`src/sdlct_pkg.sv`:
```
// constants and types for the sdlc frame transmitter
package sdlct_pkg;

  // ==========================================================
  // register pointers and commands
  localparam logic [2:0] PTR_CMD       = 3'h0;
  localparam logic [2:0] PTR_INT_CFG   = 3'h1;
  localparam logic [2:0] PTR_MODE      = 3'h4;
  localparam logic [2:0] PTR_TX_CTRL   = 3'h5;
  localparam int         CMD_LO        = 3;
  localparam int         CMD_HI        = 5;
  localparam int         RST_LO        = 6;
  localparam int         RST_HI        = 7;
  localparam logic [2:0] CMD_ABORT     = 3'h1;
  localparam logic [2:0] CMD_RST_EXT   = 3'h2;
  localparam logic [2:0] CMD_CHAN_RST  = 3'h3;
  localparam logic [2:0] CMD_RST_TXINT = 3'h5;
  localparam logic [1:0] RST_CRC_GEN   = 2'h1;
  localparam logic [1:0] RST_EOM       = 2'h3;

  // ==========================================================
  // field positions
  localparam int         IC_EXT_EN     = 0;
  localparam int         IC_TX_EN      = 1;
  localparam int         IC_WR_READY   = 5;
  localparam int         IC_WR_EN      = 7;
  localparam int         MC_MODE_LO    = 4;
  localparam int         MC_MODE_HI    = 5;
  localparam logic [1:0] MODE_SDLC     = 2'h2;
  localparam int         TC_CRC_EN     = 0;
  localparam int         TC_RTS        = 1;
  localparam int         TC_TX_EN      = 3;
  localparam int         TC_BREAK      = 4;
  localparam int         TC_LEN_LO     = 5;
  localparam int         TC_LEN_HI     = 6;
  localparam int         TC_DTR        = 7;
  localparam int         ST_TX_EMPTY   = 2;
  localparam int         ST_INT_PEND   = 1;
  localparam int         ST_EOM        = 6;

  // ==========================================================
  // characters and counts
  localparam logic [7:0]  FLAG_CHAR    = 8'h7e;
  localparam logic [7:0]  ABORT_CHAR   = 8'hff;
  localparam logic [7:0]  MARK_CHAR    = 8'hff;
  localparam logic [15:0] CRC_PRESET   = 16'hffff;
  localparam logic [15:0] CRC_POLY     = 16'h8408;
  localparam logic [2:0]  STUFF_RUN    = 3'h5;
  localparam logic [3:0]  LEN_8        = 4'h8;
  localparam logic [3:0]  LEN_7        = 4'h7;
  localparam logic [3:0]  LEN_6        = 4'h6;
  localparam logic [3:0]  LEN_5        = 4'h5;
  localparam logic [3:0]  LEN_MARK     = 4'h1;

  // ==========================================================
  // character kinds on the line
  typedef enum logic [2:0] {
    K_MARK  = 3'h0,
    K_FLAG  = 3'h1,
    K_DATA  = 3'h3,
    K_CRC1  = 3'h2,
    K_CRC2  = 3'h6,
    K_ABORT = 3'h7
  } sdlct_kind_t;

endpackage : sdlct_pkg

```
`src/sdlct_crc_if.sv`:
```
// link between the bit engine and the check generator
`timescale 1ns/1ps
interface sdlct_crc_if;
  logic        preset;
  logic        shift_en;
  logic        bit_in;
  logic [15:0] crc;
  modport eng  (output preset, output shift_en, output bit_in, input crc);
  modport calc (input preset, input shift_en, input bit_in, output crc);
endinterface : sdlct_crc_if

```
`src/sdlct_crc16.sv`:
```
// frame check generator, lsb first
`timescale 1ns/1ps
module sdlct_crc16
  import sdlct_pkg::*;
(
  input wire logic core_clk,
  input wire logic rst_n,
  sdlct_crc_if.calc crc_io
);

  logic [15:0] crc_q;
  logic        fb;

  assign fb         = crc_q[0] ^ crc_io.bit_in;
  assign crc_io.crc = crc_q;

  // ==========================================================
  // preset to all ones
  always_ff @(posedge core_clk) begin
    if (!rst_n || crc_io.preset) begin
      crc_q <= CRC_PRESET;
    end else if (crc_io.shift_en) begin
      crc_q <= (crc_q >> 1) ^ (fb ? CRC_POLY : 16'h0000);
    end
  end
endmodule : sdlct_crc16

```
`src/sdlct_frame_tx.sv`:
```
// sdlc frame transmitter: registers, bit engine, pacing
//
// Notes on behaviour
// line marks after reset or disabled
// break forces a spacing line
// idle enabled transmitter sends back to back flags
// abort sends 8 to 13 ones, drops data
// zero after five ones, data and check characters only
// interrupt when buffer goes full to empty
// reset pending command stops interrupts, underrun follows
// no empty interrupt before first write
// wait stretches writes, ready while empty
// empty shifter with no data is underrun
// underrun with latch clear sends check bytes
// latch set at reset, underrun gives flags
// check bytes set latch, clear empty status
// host clears latch within each frame
// after check bytes flag loads, empty interrupt
// underrun setting latch raises status interrupt
// check then flag gives abort window
// host presets check generator each frame
// check covers frame characters, sent inverted
// at least one flag after enable
// host sets check enable before address
// length code picks 5, 7, 6, 8 bits
// characters leave least significant bit first
// no shared zero flags
// disable finishes character, then marks
// flag is 01111110 without stuffing
`timescale 1ns/1ps
module sdlct_frame_tx
  import sdlct_pkg::*;
(
  input  wire logic       core_clk,
  input  wire logic       rst_n,
  input  wire logic       cpu_wr,
  input  wire logic       cpu_rd,
  input  wire logic       cpu_cd,
  input  wire logic [7:0] cpu_wdata,
  output logic      [7:0] cpu_rdata,
  output logic            wait_n,
  output logic            ready_n,
  output logic            tx_irq,
  output logic            ext_irq,
  input  wire logic       txc,
  output logic            txd,
  output logic            rts_n,
  output logic            dtr_n
);

  // ==========================================================
  // state
  logic [2:0]  ptr_q;
  logic [7:0]  int_cfg_q;
  logic [7:0]  mode_q;
  logic [7:0]  txctl_q;
  logic [7:0]  buf_q;
  logic        buf_full_q;
  logic        tx_pend_q;
  logic        ext_pend_q;
  logic        eom_q;
  logic        crc_busy_q;
  logic        abort_q;
  sdlct_kind_t kind_q;
  logic [7:0]  sh_q;
  logic [3:0]  left_q;
  logic [2:0]  ones_q;
  logic        acc_q;
  logic        bit_q;
  logic [7:0]  crc_hi_q;
  logic [7:0]  rdata_q;
  logic        txc_s1_q;
  logic        txc_s2_q;
  logic        txc_s3_q;

  // ==========================================================
  // cpu decode
  logic       wr_ctrl;
  logic       wr_data_req;
  logic       wr_block;
  logic       wr_data;
  logic       cmd_sel;
  logic [2:0] cmd;
  logic [1:0] rst_code;
  logic       soft_rst;
  logic       clr;
  logic       cmd_abort;
  logic       cmd_rst_ext;
  logic       cmd_rst_txint;
  logic       cmd_rst_crc;
  logic       cmd_rst_eom;
  logic       tx_on;
  logic       tx_empty;

  assign wr_ctrl       = cpu_wr & cpu_cd;
  assign wr_data_req   = cpu_wr & ~cpu_cd;
  assign wr_block      = int_cfg_q[IC_WR_EN] & ~int_cfg_q[IC_WR_READY]
                         & buf_full_q;
  assign wr_data       = wr_data_req & ~wr_block;
  assign cmd_sel       = wr_ctrl & (ptr_q == PTR_CMD);
  assign cmd           = cpu_wdata[CMD_HI:CMD_LO];
  assign rst_code      = cpu_wdata[RST_HI:RST_LO];
  assign soft_rst      = cmd_sel & (cmd == CMD_CHAN_RST);
  assign clr           = ~rst_n | soft_rst;
  assign cmd_abort     = cmd_sel & (cmd == CMD_ABORT);
  assign cmd_rst_ext   = cmd_sel & (cmd == CMD_RST_EXT);
  assign cmd_rst_txint = cmd_sel & (cmd == CMD_RST_TXINT);
  assign cmd_rst_crc   = cmd_sel & (rst_code == RST_CRC_GEN);
  assign cmd_rst_eom   = cmd_sel & (rst_code == RST_EOM);
  assign tx_on         = txctl_q[TC_TX_EN]
                         & (mode_q[MC_MODE_HI:MC_MODE_LO] == MODE_SDLC);
  assign tx_empty      = ~buf_full_q & ~crc_busy_q;

  // ==========================================================
  // registers and commands
  always_ff @(posedge core_clk) begin
    if (clr) begin
      ptr_q <= PTR_CMD;
    end else if (wr_ctrl) begin
      ptr_q <= (ptr_q == PTR_CMD) ? cpu_wdata[2:0] : PTR_CMD;
    end
  end

  always_ff @(posedge core_clk) begin
    if (clr) begin
      int_cfg_q <= 8'h00;
      mode_q    <= 8'h00;
      txctl_q   <= 8'h00;
    end else if (wr_ctrl) begin
      if (ptr_q == PTR_INT_CFG) int_cfg_q <= cpu_wdata;
      if (ptr_q == PTR_MODE)    mode_q    <= cpu_wdata;
      if (ptr_q == PTR_TX_CTRL) txctl_q   <= cpu_wdata;
    end
  end

  always_ff @(posedge core_clk) begin
    if (wr_data) begin
      buf_q <= cpu_wdata;
    end
  end

  // ==========================================================
  // link clock sampling, falling edge shifts
  logic tick;

  always_ff @(posedge core_clk) begin
    if (!rst_n) begin
      txc_s1_q <= 1'b1;
      txc_s2_q <= 1'b1;
      txc_s3_q <= 1'b1;
    end else begin
      txc_s1_q <= txc;
      txc_s2_q <= txc_s1_q;
      txc_s3_q <= txc_s2_q;
    end
  end

  assign tick = txc_s3_q & ~txc_s2_q;

  // ==========================================================
  // bit engine decode
  logic        stuffable;
  logic        stuff_need;
  logic        abort_go;
  logic        load;
  logic        shift;
  logic        stuff;
  logic        underrun;
  logic        crc_done;
  logic        data_take;
  logic        out_bit;
  sdlct_kind_t nk;
  logic [7:0]  nch;
  logic [3:0]  nlen;
  logic [3:0]  data_len;
  logic [15:0] crc_val;

  // only data and check characters are stuffed
  assign stuffable  = (kind_q == K_DATA) | (kind_q == K_CRC1)
                      | (kind_q == K_CRC2);
  assign stuff_need = stuffable & (ones_q == STUFF_RUN);
  // abort cuts in, run stays under fourteen
  assign abort_go   = abort_q & ~((kind_q == K_FLAG) & (ones_q > STUFF_RUN));
  assign load       = tick & (abort_go | (~stuff_need & (left_q == 4'h0)));
  assign shift      = tick & ~abort_go & ~stuff_need & (left_q != 4'h0);
  assign stuff      = tick & ~abort_go & stuff_need;
  // shifter empty with nothing buffered
  assign underrun   = load & ~abort_q & tx_on & (kind_q == K_DATA)
                      & ~buf_full_q;
  // check bytes, then flag
  assign crc_done   = load & (kind_q == K_CRC2) & (nk == K_FLAG);
  assign data_take  = load & (nk == K_DATA);

  // character length code
  assign data_len = (txctl_q[TC_LEN_HI:TC_LEN_LO] == 2'h0) ? LEN_5 :
                    (txctl_q[TC_LEN_HI:TC_LEN_LO] == 2'h1) ? LEN_7 :
                    (txctl_q[TC_LEN_HI:TC_LEN_LO] == 2'h2) ? LEN_6 : LEN_8;

  // next character, in priority order
  always_comb begin
    nk   = K_FLAG;
    // whole unstuffed flags
    nch  = FLAG_CHAR;
    nlen = LEN_8;
    if (abort_q) begin
      // eight ones, no stuffing
      nk  = K_ABORT;
      nch = ABORT_CHAR;
    end else if (!tx_on) begin
      // finish character, then mark
      nk   = K_MARK;
      nch  = MARK_CHAR;
      nlen = LEN_MARK;
    end else if (kind_q == K_MARK) begin
      // first character after enable is a flag
      nk = K_FLAG;
    end else if (kind_q == K_CRC1) begin
      // both check bytes go out
      nk  = K_CRC2;
      nch = crc_hi_q;
    end else if (buf_full_q) begin
      nk   = K_DATA;
      nch  = buf_q;
      nlen = data_len;
    end else if ((kind_q == K_DATA) && !eom_q) begin
      // close frame with inverted check, low byte first
      nk  = K_CRC1;
      nch = ~crc_val[7:0];
    end
  end

  // least significant bit first
  assign out_bit = load ? nch[0] : (shift ? sh_q[0] : 1'b0);

  // ==========================================================
  // bit engine state
  always_ff @(posedge core_clk) begin
    if (clr) begin
      kind_q <= K_MARK;
      sh_q   <= MARK_CHAR;
      left_q <= 4'h0;
      acc_q  <= 1'b0;
    end else if (load) begin
      // idle enabled line repeats whole flags
      kind_q <= nk;
      sh_q   <= nch >> 1;
      left_q <= nlen - 4'h1;
      acc_q  <= (nk == K_DATA) & txctl_q[TC_CRC_EN];
    end else if (shift) begin
      sh_q   <= sh_q >> 1;
      left_q <= left_q - 4'h1;
    end
  end

  // count ones; loading a flag, mark or abort restarts the count at zero
  always_ff @(posedge core_clk) begin
    if (clr || stuff) begin
      ones_q <= 3'h0;
    end else if (load) begin
      ones_q <= ((nk == K_DATA || nk == K_CRC1 || nk == K_CRC2) && out_bit)
                ? ones_q + 3'h1 : 3'h0;
    end else if (shift) begin
      ones_q <= out_bit ? ones_q + 3'h1 : 3'h0;
    end
  end

  // line idles at one
  always_ff @(posedge core_clk) begin
    if (clr) begin
      bit_q <= 1'b1;
    end else if (tick) begin
      bit_q <= out_bit;
    end
  end

  // high check byte kept inverted for the second slot
  always_ff @(posedge core_clk) begin
    if (clr) begin
      crc_hi_q <= 8'h00;
    end else if (load && nk == K_CRC1) begin
      crc_hi_q <= ~crc_val[15:8];
    end
  end

  // break overrides the line
  assign txd   = txctl_q[TC_BREAK] ? 1'b0 : bit_q;
  assign rts_n = ~txctl_q[TC_RTS];
  assign dtr_n = ~txctl_q[TC_DTR];

  // ==========================================================
  // check generator
  sdlct_crc_if crc_link ();

  // every frame character bit is accumulated
  assign crc_link.preset   = cmd_rst_crc;
  assign crc_link.shift_en = (load & (nk == K_DATA) & txctl_q[TC_CRC_EN])
                             | (shift & acc_q);
  assign crc_link.bit_in   = out_bit;
  assign crc_val           = crc_link.crc;

  sdlct_crc16 u_crc (
    .core_clk (core_clk),
    .rst_n    (rst_n),
    .crc_io   (crc_link.calc)
  );

  // ==========================================================
  // buffer, latch and interrupt flags; set wins over clear, except that abort wins over a buf_full_q or crc_busy_q set
  always_ff @(posedge core_clk) begin
    if (clr || cmd_abort) begin
      // abort drops the buffered character
      buf_full_q <= 1'b0;
    end else if (wr_data) begin
      buf_full_q <= 1'b1;
    end else if (data_take) begin
      buf_full_q <= 1'b0;
    end
  end

  always_ff @(posedge core_clk) begin
    if (clr) begin
      abort_q <= 1'b0;
    end else if (cmd_abort) begin
      abort_q <= 1'b1;
    end else if (tick && abort_go) begin
      abort_q <= 1'b0;
    end
  end

  always_ff @(posedge core_clk) begin
    if (clr) begin
      // latch set from reset
      eom_q <= 1'b1;
    end else if (underrun && !eom_q) begin
      // check bytes start, latch set again
      eom_q <= 1'b1;
    end else if (cmd_rst_eom) begin
      eom_q <= 1'b0;
    end
  end

  always_ff @(posedge core_clk) begin
    if (clr || cmd_abort) begin
      crc_busy_q <= 1'b0;
    end else if (load && nk == K_CRC1) begin
      // shifter holds check data
      crc_busy_q <= 1'b1;
    end else if (load) begin
      crc_busy_q <= (nk == K_CRC2);
    end
  end

  always_ff @(posedge core_clk) begin
    if (clr) begin
      tx_pend_q <= 1'b0;
    end else if (int_cfg_q[IC_TX_EN] && (data_take || crc_done)) begin
      // full to empty; check sent, flag loaded
      // only a written character can empty the buffer
      tx_pend_q <= 1'b1;
    end else if (cmd_rst_txint || wr_data) begin
      // cleared; set again by the next taken character or finished check bytes
      tx_pend_q <= 1'b0;
    end
  end

  always_ff @(posedge core_clk) begin
    if (clr) begin
      ext_pend_q <= 1'b0;
    end else if (int_cfg_q[IC_EXT_EN] && underrun && !eom_q) begin
      // underrun set the latch
      ext_pend_q <= 1'b1;
    end else if (cmd_rst_ext) begin
      ext_pend_q <= 1'b0;
    end
  end

  assign tx_irq  = tx_pend_q;
  assign ext_irq = ext_pend_q;

  // wait stretches a blocked write, ready while empty
  assign wait_n  = ~(wr_data_req & wr_block);
  assign ready_n = ~(int_cfg_q[IC_WR_EN] & int_cfg_q[IC_WR_READY]
                     & tx_empty & tx_on);

  // ==========================================================
  // status read
  always_ff @(posedge core_clk) begin
    if (clr) begin
      rdata_q <= 8'h00;
    end else if (cpu_rd) begin
      rdata_q <= 8'h00;
      if (cpu_cd) begin
        rdata_q[ST_TX_EMPTY] <= tx_empty;
        rdata_q[ST_INT_PEND] <= tx_pend_q | ext_pend_q;
        rdata_q[ST_EOM]      <= eom_q;
      end
    end
  end

  assign cpu_rdata = rdata_q;
endmodule : sdlct_frame_tx

```
`config.mk`:
```
export PLATFORM = sky130hd
export DESIGN_NAME = sdlct_frame_tx
export DESIGN_NICKNAME = d
export VERILOG_FILES = /design/src/sdlct_pkg.sv /design/src/sdlct_crc_if.sv /design/src/sdlct_crc16.sv /design/src/sdlct_frame_tx.sv
export SDC_FILE = /design/constraint.sdc
export NUM_CORES = 1
export LEC_CHECK = 0
export ABC_AREA = 1
export BUFFER_PORTS_ARGS = -buffer_cell sky130_fd_sc_hd__buf_4
export CORE_AREA = 3 3 98 81
export DETAILED_ROUTE_END_ITERATION = 7
export DIE_AREA = 0 0 101 84
export GPL_ROUTABILITY_DRIVEN = 0
export PLACE_DENSITY = 0.72
export RECOVER_POWER = 25
export SETUP_SLACK_MARGIN = 0.5
export SLEW_MARGIN = 20
export SYNTH_ARGS = -nofsm -noshare
export SYNTH_HDL_FRONTEND = slang
export SYNTH_SLANG_ARGS = --single-unit
```
`constraint.sdc`:
```
create_clock -name core_clk -period 2 [get_ports core_clk]
set_input_delay 0.4 -clock core_clk [delete_from_list [all_inputs] [get_ports core_clk]]
set_output_delay 0.4 -clock core_clk [all_outputs]
set_load 0.01 [all_outputs]
```
==> impl_metrics.csv <==
group,metric,value,unit
synthesis,synth_top_area_share,38.4,%
setup_path,worstReg2RegEnd,"crc_hi_q[1]",
setup_path,setup.worst_path.start,"ones_q[1]",
setup_path,crit_cells,12,
floorplan,dieArea,0.00848,mm2
timing,tightest_slew,0.548,ns
placed_design,io_buffers,23,
synthesis,synth-seq-cells,80,
finish,nets,582,
setup_path,worstSetupPathType,"register to register",
timing,skew,0.00726,ns
routing,drtIter0Drc,299,
global_route,grt_pass1_wl,17500,um
setup_path,reg2regPathDepth,12,
finish,multi_input_area,0.00225,mm2
global_route,grt_max_degree,19,
finish,final_cell_mix,"nand2_1, dfxtp_1, inv_1, buf_4, a21oi_1",
cts,cts_sinks,80,
floorplan,num_rows,27,
timing,slew_violations,0,
finish,layout_commonest_cell,"nand2_1",
synthesis,synth_top_family_by_area,"simple AND/OR/NAND/NOR gates",
routing,viasPerCell,5.80,
routing,ant_nets,0,
timing,fin_crit,1.99,ns
floorplan,core,0.00696,mm2
synthesis,synthTopCellsByArea,"dfxtp_1, nand2_1, a21oi_1, edfxtp_1, nand3_1",
finish,drive_gt1_share,37.6,%
timing,fin_ws,0.00725,ns
floorplan,ioPinCount,29,
synthesis,synth_cell_types,43,
setup_path,cp_slowest_cell,"dfxtp_2",
synthesis,yosys_warnings,0,
timing,relSlewSlack,63.1,%
placed_design,place_hpwl,7160,um
floorplan,die_h,84,um
setup_path,rrSetupSlack,0.007,ns
synthesis,synth-simple-area-share,24.4,%
timing,finalSetupViolations,0,
synthesis,synth_xor_area_share,0.467,%
setup_path,worstPathMaxFanout,18,
setup_path,path_buf_inv,3,
cts,cts_max_path_buffers,2,
power,cellPowerDensity,681,mW/mm2
global_route,grt_antenna_before_repair,0,
hold_path,whs_path_depth,3,
flow_run,drv_cap,0,
global_route,overflow,0,
cts,numCtsBuffers,9,
cts,htree_levels,3,
cts,clock-root-buffer,"clkbuf_8",
timing,final-hold-violation-count,0,
setup_path,startpoint_type,"register",
timing,fin_crit_sh,99.6,%
synthesis,synth_area_leader_cell,"dfxtp_1",
run_status,status,"finished, final reports clean",
global_route,grtUsageTotal,25.9,%
timing,rsz0062_at_grt,"true",
setup_path,worst_setup_path_end_kind,"register",
power,ir_worst_vdd,573,uV
floorplan,die_x,101,um
setup_path,worstPathArrival,2.28,ns
setup_path,cp_cell_sequence,"buf_4, nor2_2, nor2_1, nand2_2, nand2_4, a21oi_4, buf_6, nand2_8, nor2_4, buf_12, o21ai_0, a21oi_2",
routing,drt_pass1_iterations,5,
routing,drc,0,
setup_path,r2r-start,"ones_q[1]",
finish,insertedDiodeCount,0,
setup_path,cpLargestDelayFamily,"compound AO/OA/AOI/OAI gates",
timing,fmax,502,MHz
cts,clock_latency,0.35,ns
synthesis,syn_area_per_cell,7.77,um2
synthesis,synthAdderAreaFrac,2.00,%
floorplan,initial_utilization,53.9,%
cts,cts_tree,"yes",
synthesis,synth_area,0.00375,mm2
power,p_total,3510,uW
synthesis,synth-seq-area-share,44.8,%
setup_path,endpoint,"crc_hi_q[1]",
synthesis,synth_compound_area_share,19.1,%
finish,syn2layout_area_growth,37.6,%
hold_path,hold_path_class,"input port to register",
global_route,grt_pass1_vias,3490,
finish,regArea,0.00170,mm2
synthesis,synth.area.mux_share,0,%
setup_path,cp.required,2.29,ns
placed_design,dpl_worst_slack,0.0502,ns
cts,clk_pin_slew,0.09,ns
routing,vias,3793,
power,cellLeakagePower,0.00213,uW
routing,wl,11900,um
synthesis,syn_inst,483,
finish,n_fill_cell,523,
setup_path,max_stage_delay,0.35,ns
routing,wl_per_cell,18.2,um
## report_power, final
part           leakage (uW)  total, uW  internal (uW)  switching [uW]
Clock             0.0000916       1190            576             614
Combinational       0.00137        600            227             373
Sequential         0.000665       1720           1670            49.8
Total               0.00213       3510           2480            1040
## synthesized netlist by cell type, drive strengths merged
master	n
nand2	105
dfxtp	72
inv	56
a21oi	50
nand3	43
o21ai	39
nor2	35
o211ai	16
buf	15
nand4	10
edfxtp	8
ha	6
clkbuf	3
nor3	3
or2	3
a221oi	2
a22oi	2
a31oi	2
xor2	2
a211oi	1
and2	1
clkinv	1
conb	1
nor4	1
o211a	1
o21a	1
o21bai	1
o221ai	1
o31ai	1
o41ai	1
## worst register-to-register path: cells and delay by family (launching register included)
| kind | cells | cell delay, ns |
|---|---|---|
| and+or+nand+nor | 6 | 0.55 |
| AOI/OAI and AO/OA | 3 | 0.55 |
| buffers and inverters | 3 | 0.48 |
| DFF | 1 | 0.35 |
## worst min path at each step
stage                  start  slack (ns)        to
floorplan           txc_s1_q        0.38  txc_s2_q
global placement    txc_s1_q        0.38  txc_s2_q
detailed placement  txc_s1_q        0.40  txc_s2_q
CTS                      txc        0.21  txc_s1_q
global route             txc        0.24  txc_s1_q
finish                   txc        0.24  txc_s1_q
## state kept, by name (all words and copies together), names as in the netlist, 2 cells and up
signal / cells
int_cfg_q: 4
txctl_q: 7
mode_q: 2
crc_hi_q: 8
u_crc.crc_io.crc: 16
left_q: 4
buf_q: 8
ones_q: 3
kind_q: 3
sh_q: 8
cpu_rdata: 3
ptr_q: 3
## cell families after synthesis
kind of cell    count (synthesis)
other cells                     1
flops                          80
buf+inv                        75
fa+ha+maj                       6
compound gates                118
simple gates                  201
xor+xnor                        2
## through the flow
step / instance area [um2] / std cells / utilization [%] / TNS [ns] / hold WS (ns)
final: 5160 / 654 / 74.1 / 0 / 0.238
after CTS: 4830 / 635 / 69.4 / 0 / 0.210
after global placement: 4180 / 598 / 60.1 / 0 / 0.382
after detailed placement: 4180 / 598 / 60.1 / 0 / 0.396
after global routing: 5160 / 654 / 74.1 / -0.461 / 0.244
after floorplan: 3870 / 487 / - / 0 / 0.380
## what timing repair did
action	4_1_cts	5_1_grt
hold buffers	0	0
resized for setup	81	61
setup buffers	21	17
pin swaps	20	26
setup endpoints to repair	51	51
cloned	0	2
## area by class of cell
cell class                      instances  share of cell area (%)
Clock inverter                          7                    1.38
Timing Repair Buffer                   80                    12.6
Timing Repair inverter                  1                   0.218
Sequential cell                        80                    33.0
Multi-Input combinational cell        333                    43.5
Inverter                               57                    4.75
Clock buffer                            9                    2.40
Tap cell                               87                    2.11
## metal layers
metal,up-vias,wire (um),GRT usage [%]
met5,-,0,0
met4,0,480,7.49
met3,49,847,6.10
met2,181,5560,39.5
met1,1783,5010,36.5
li1,1780,-,-
Power figures use the tool's default switching activity.
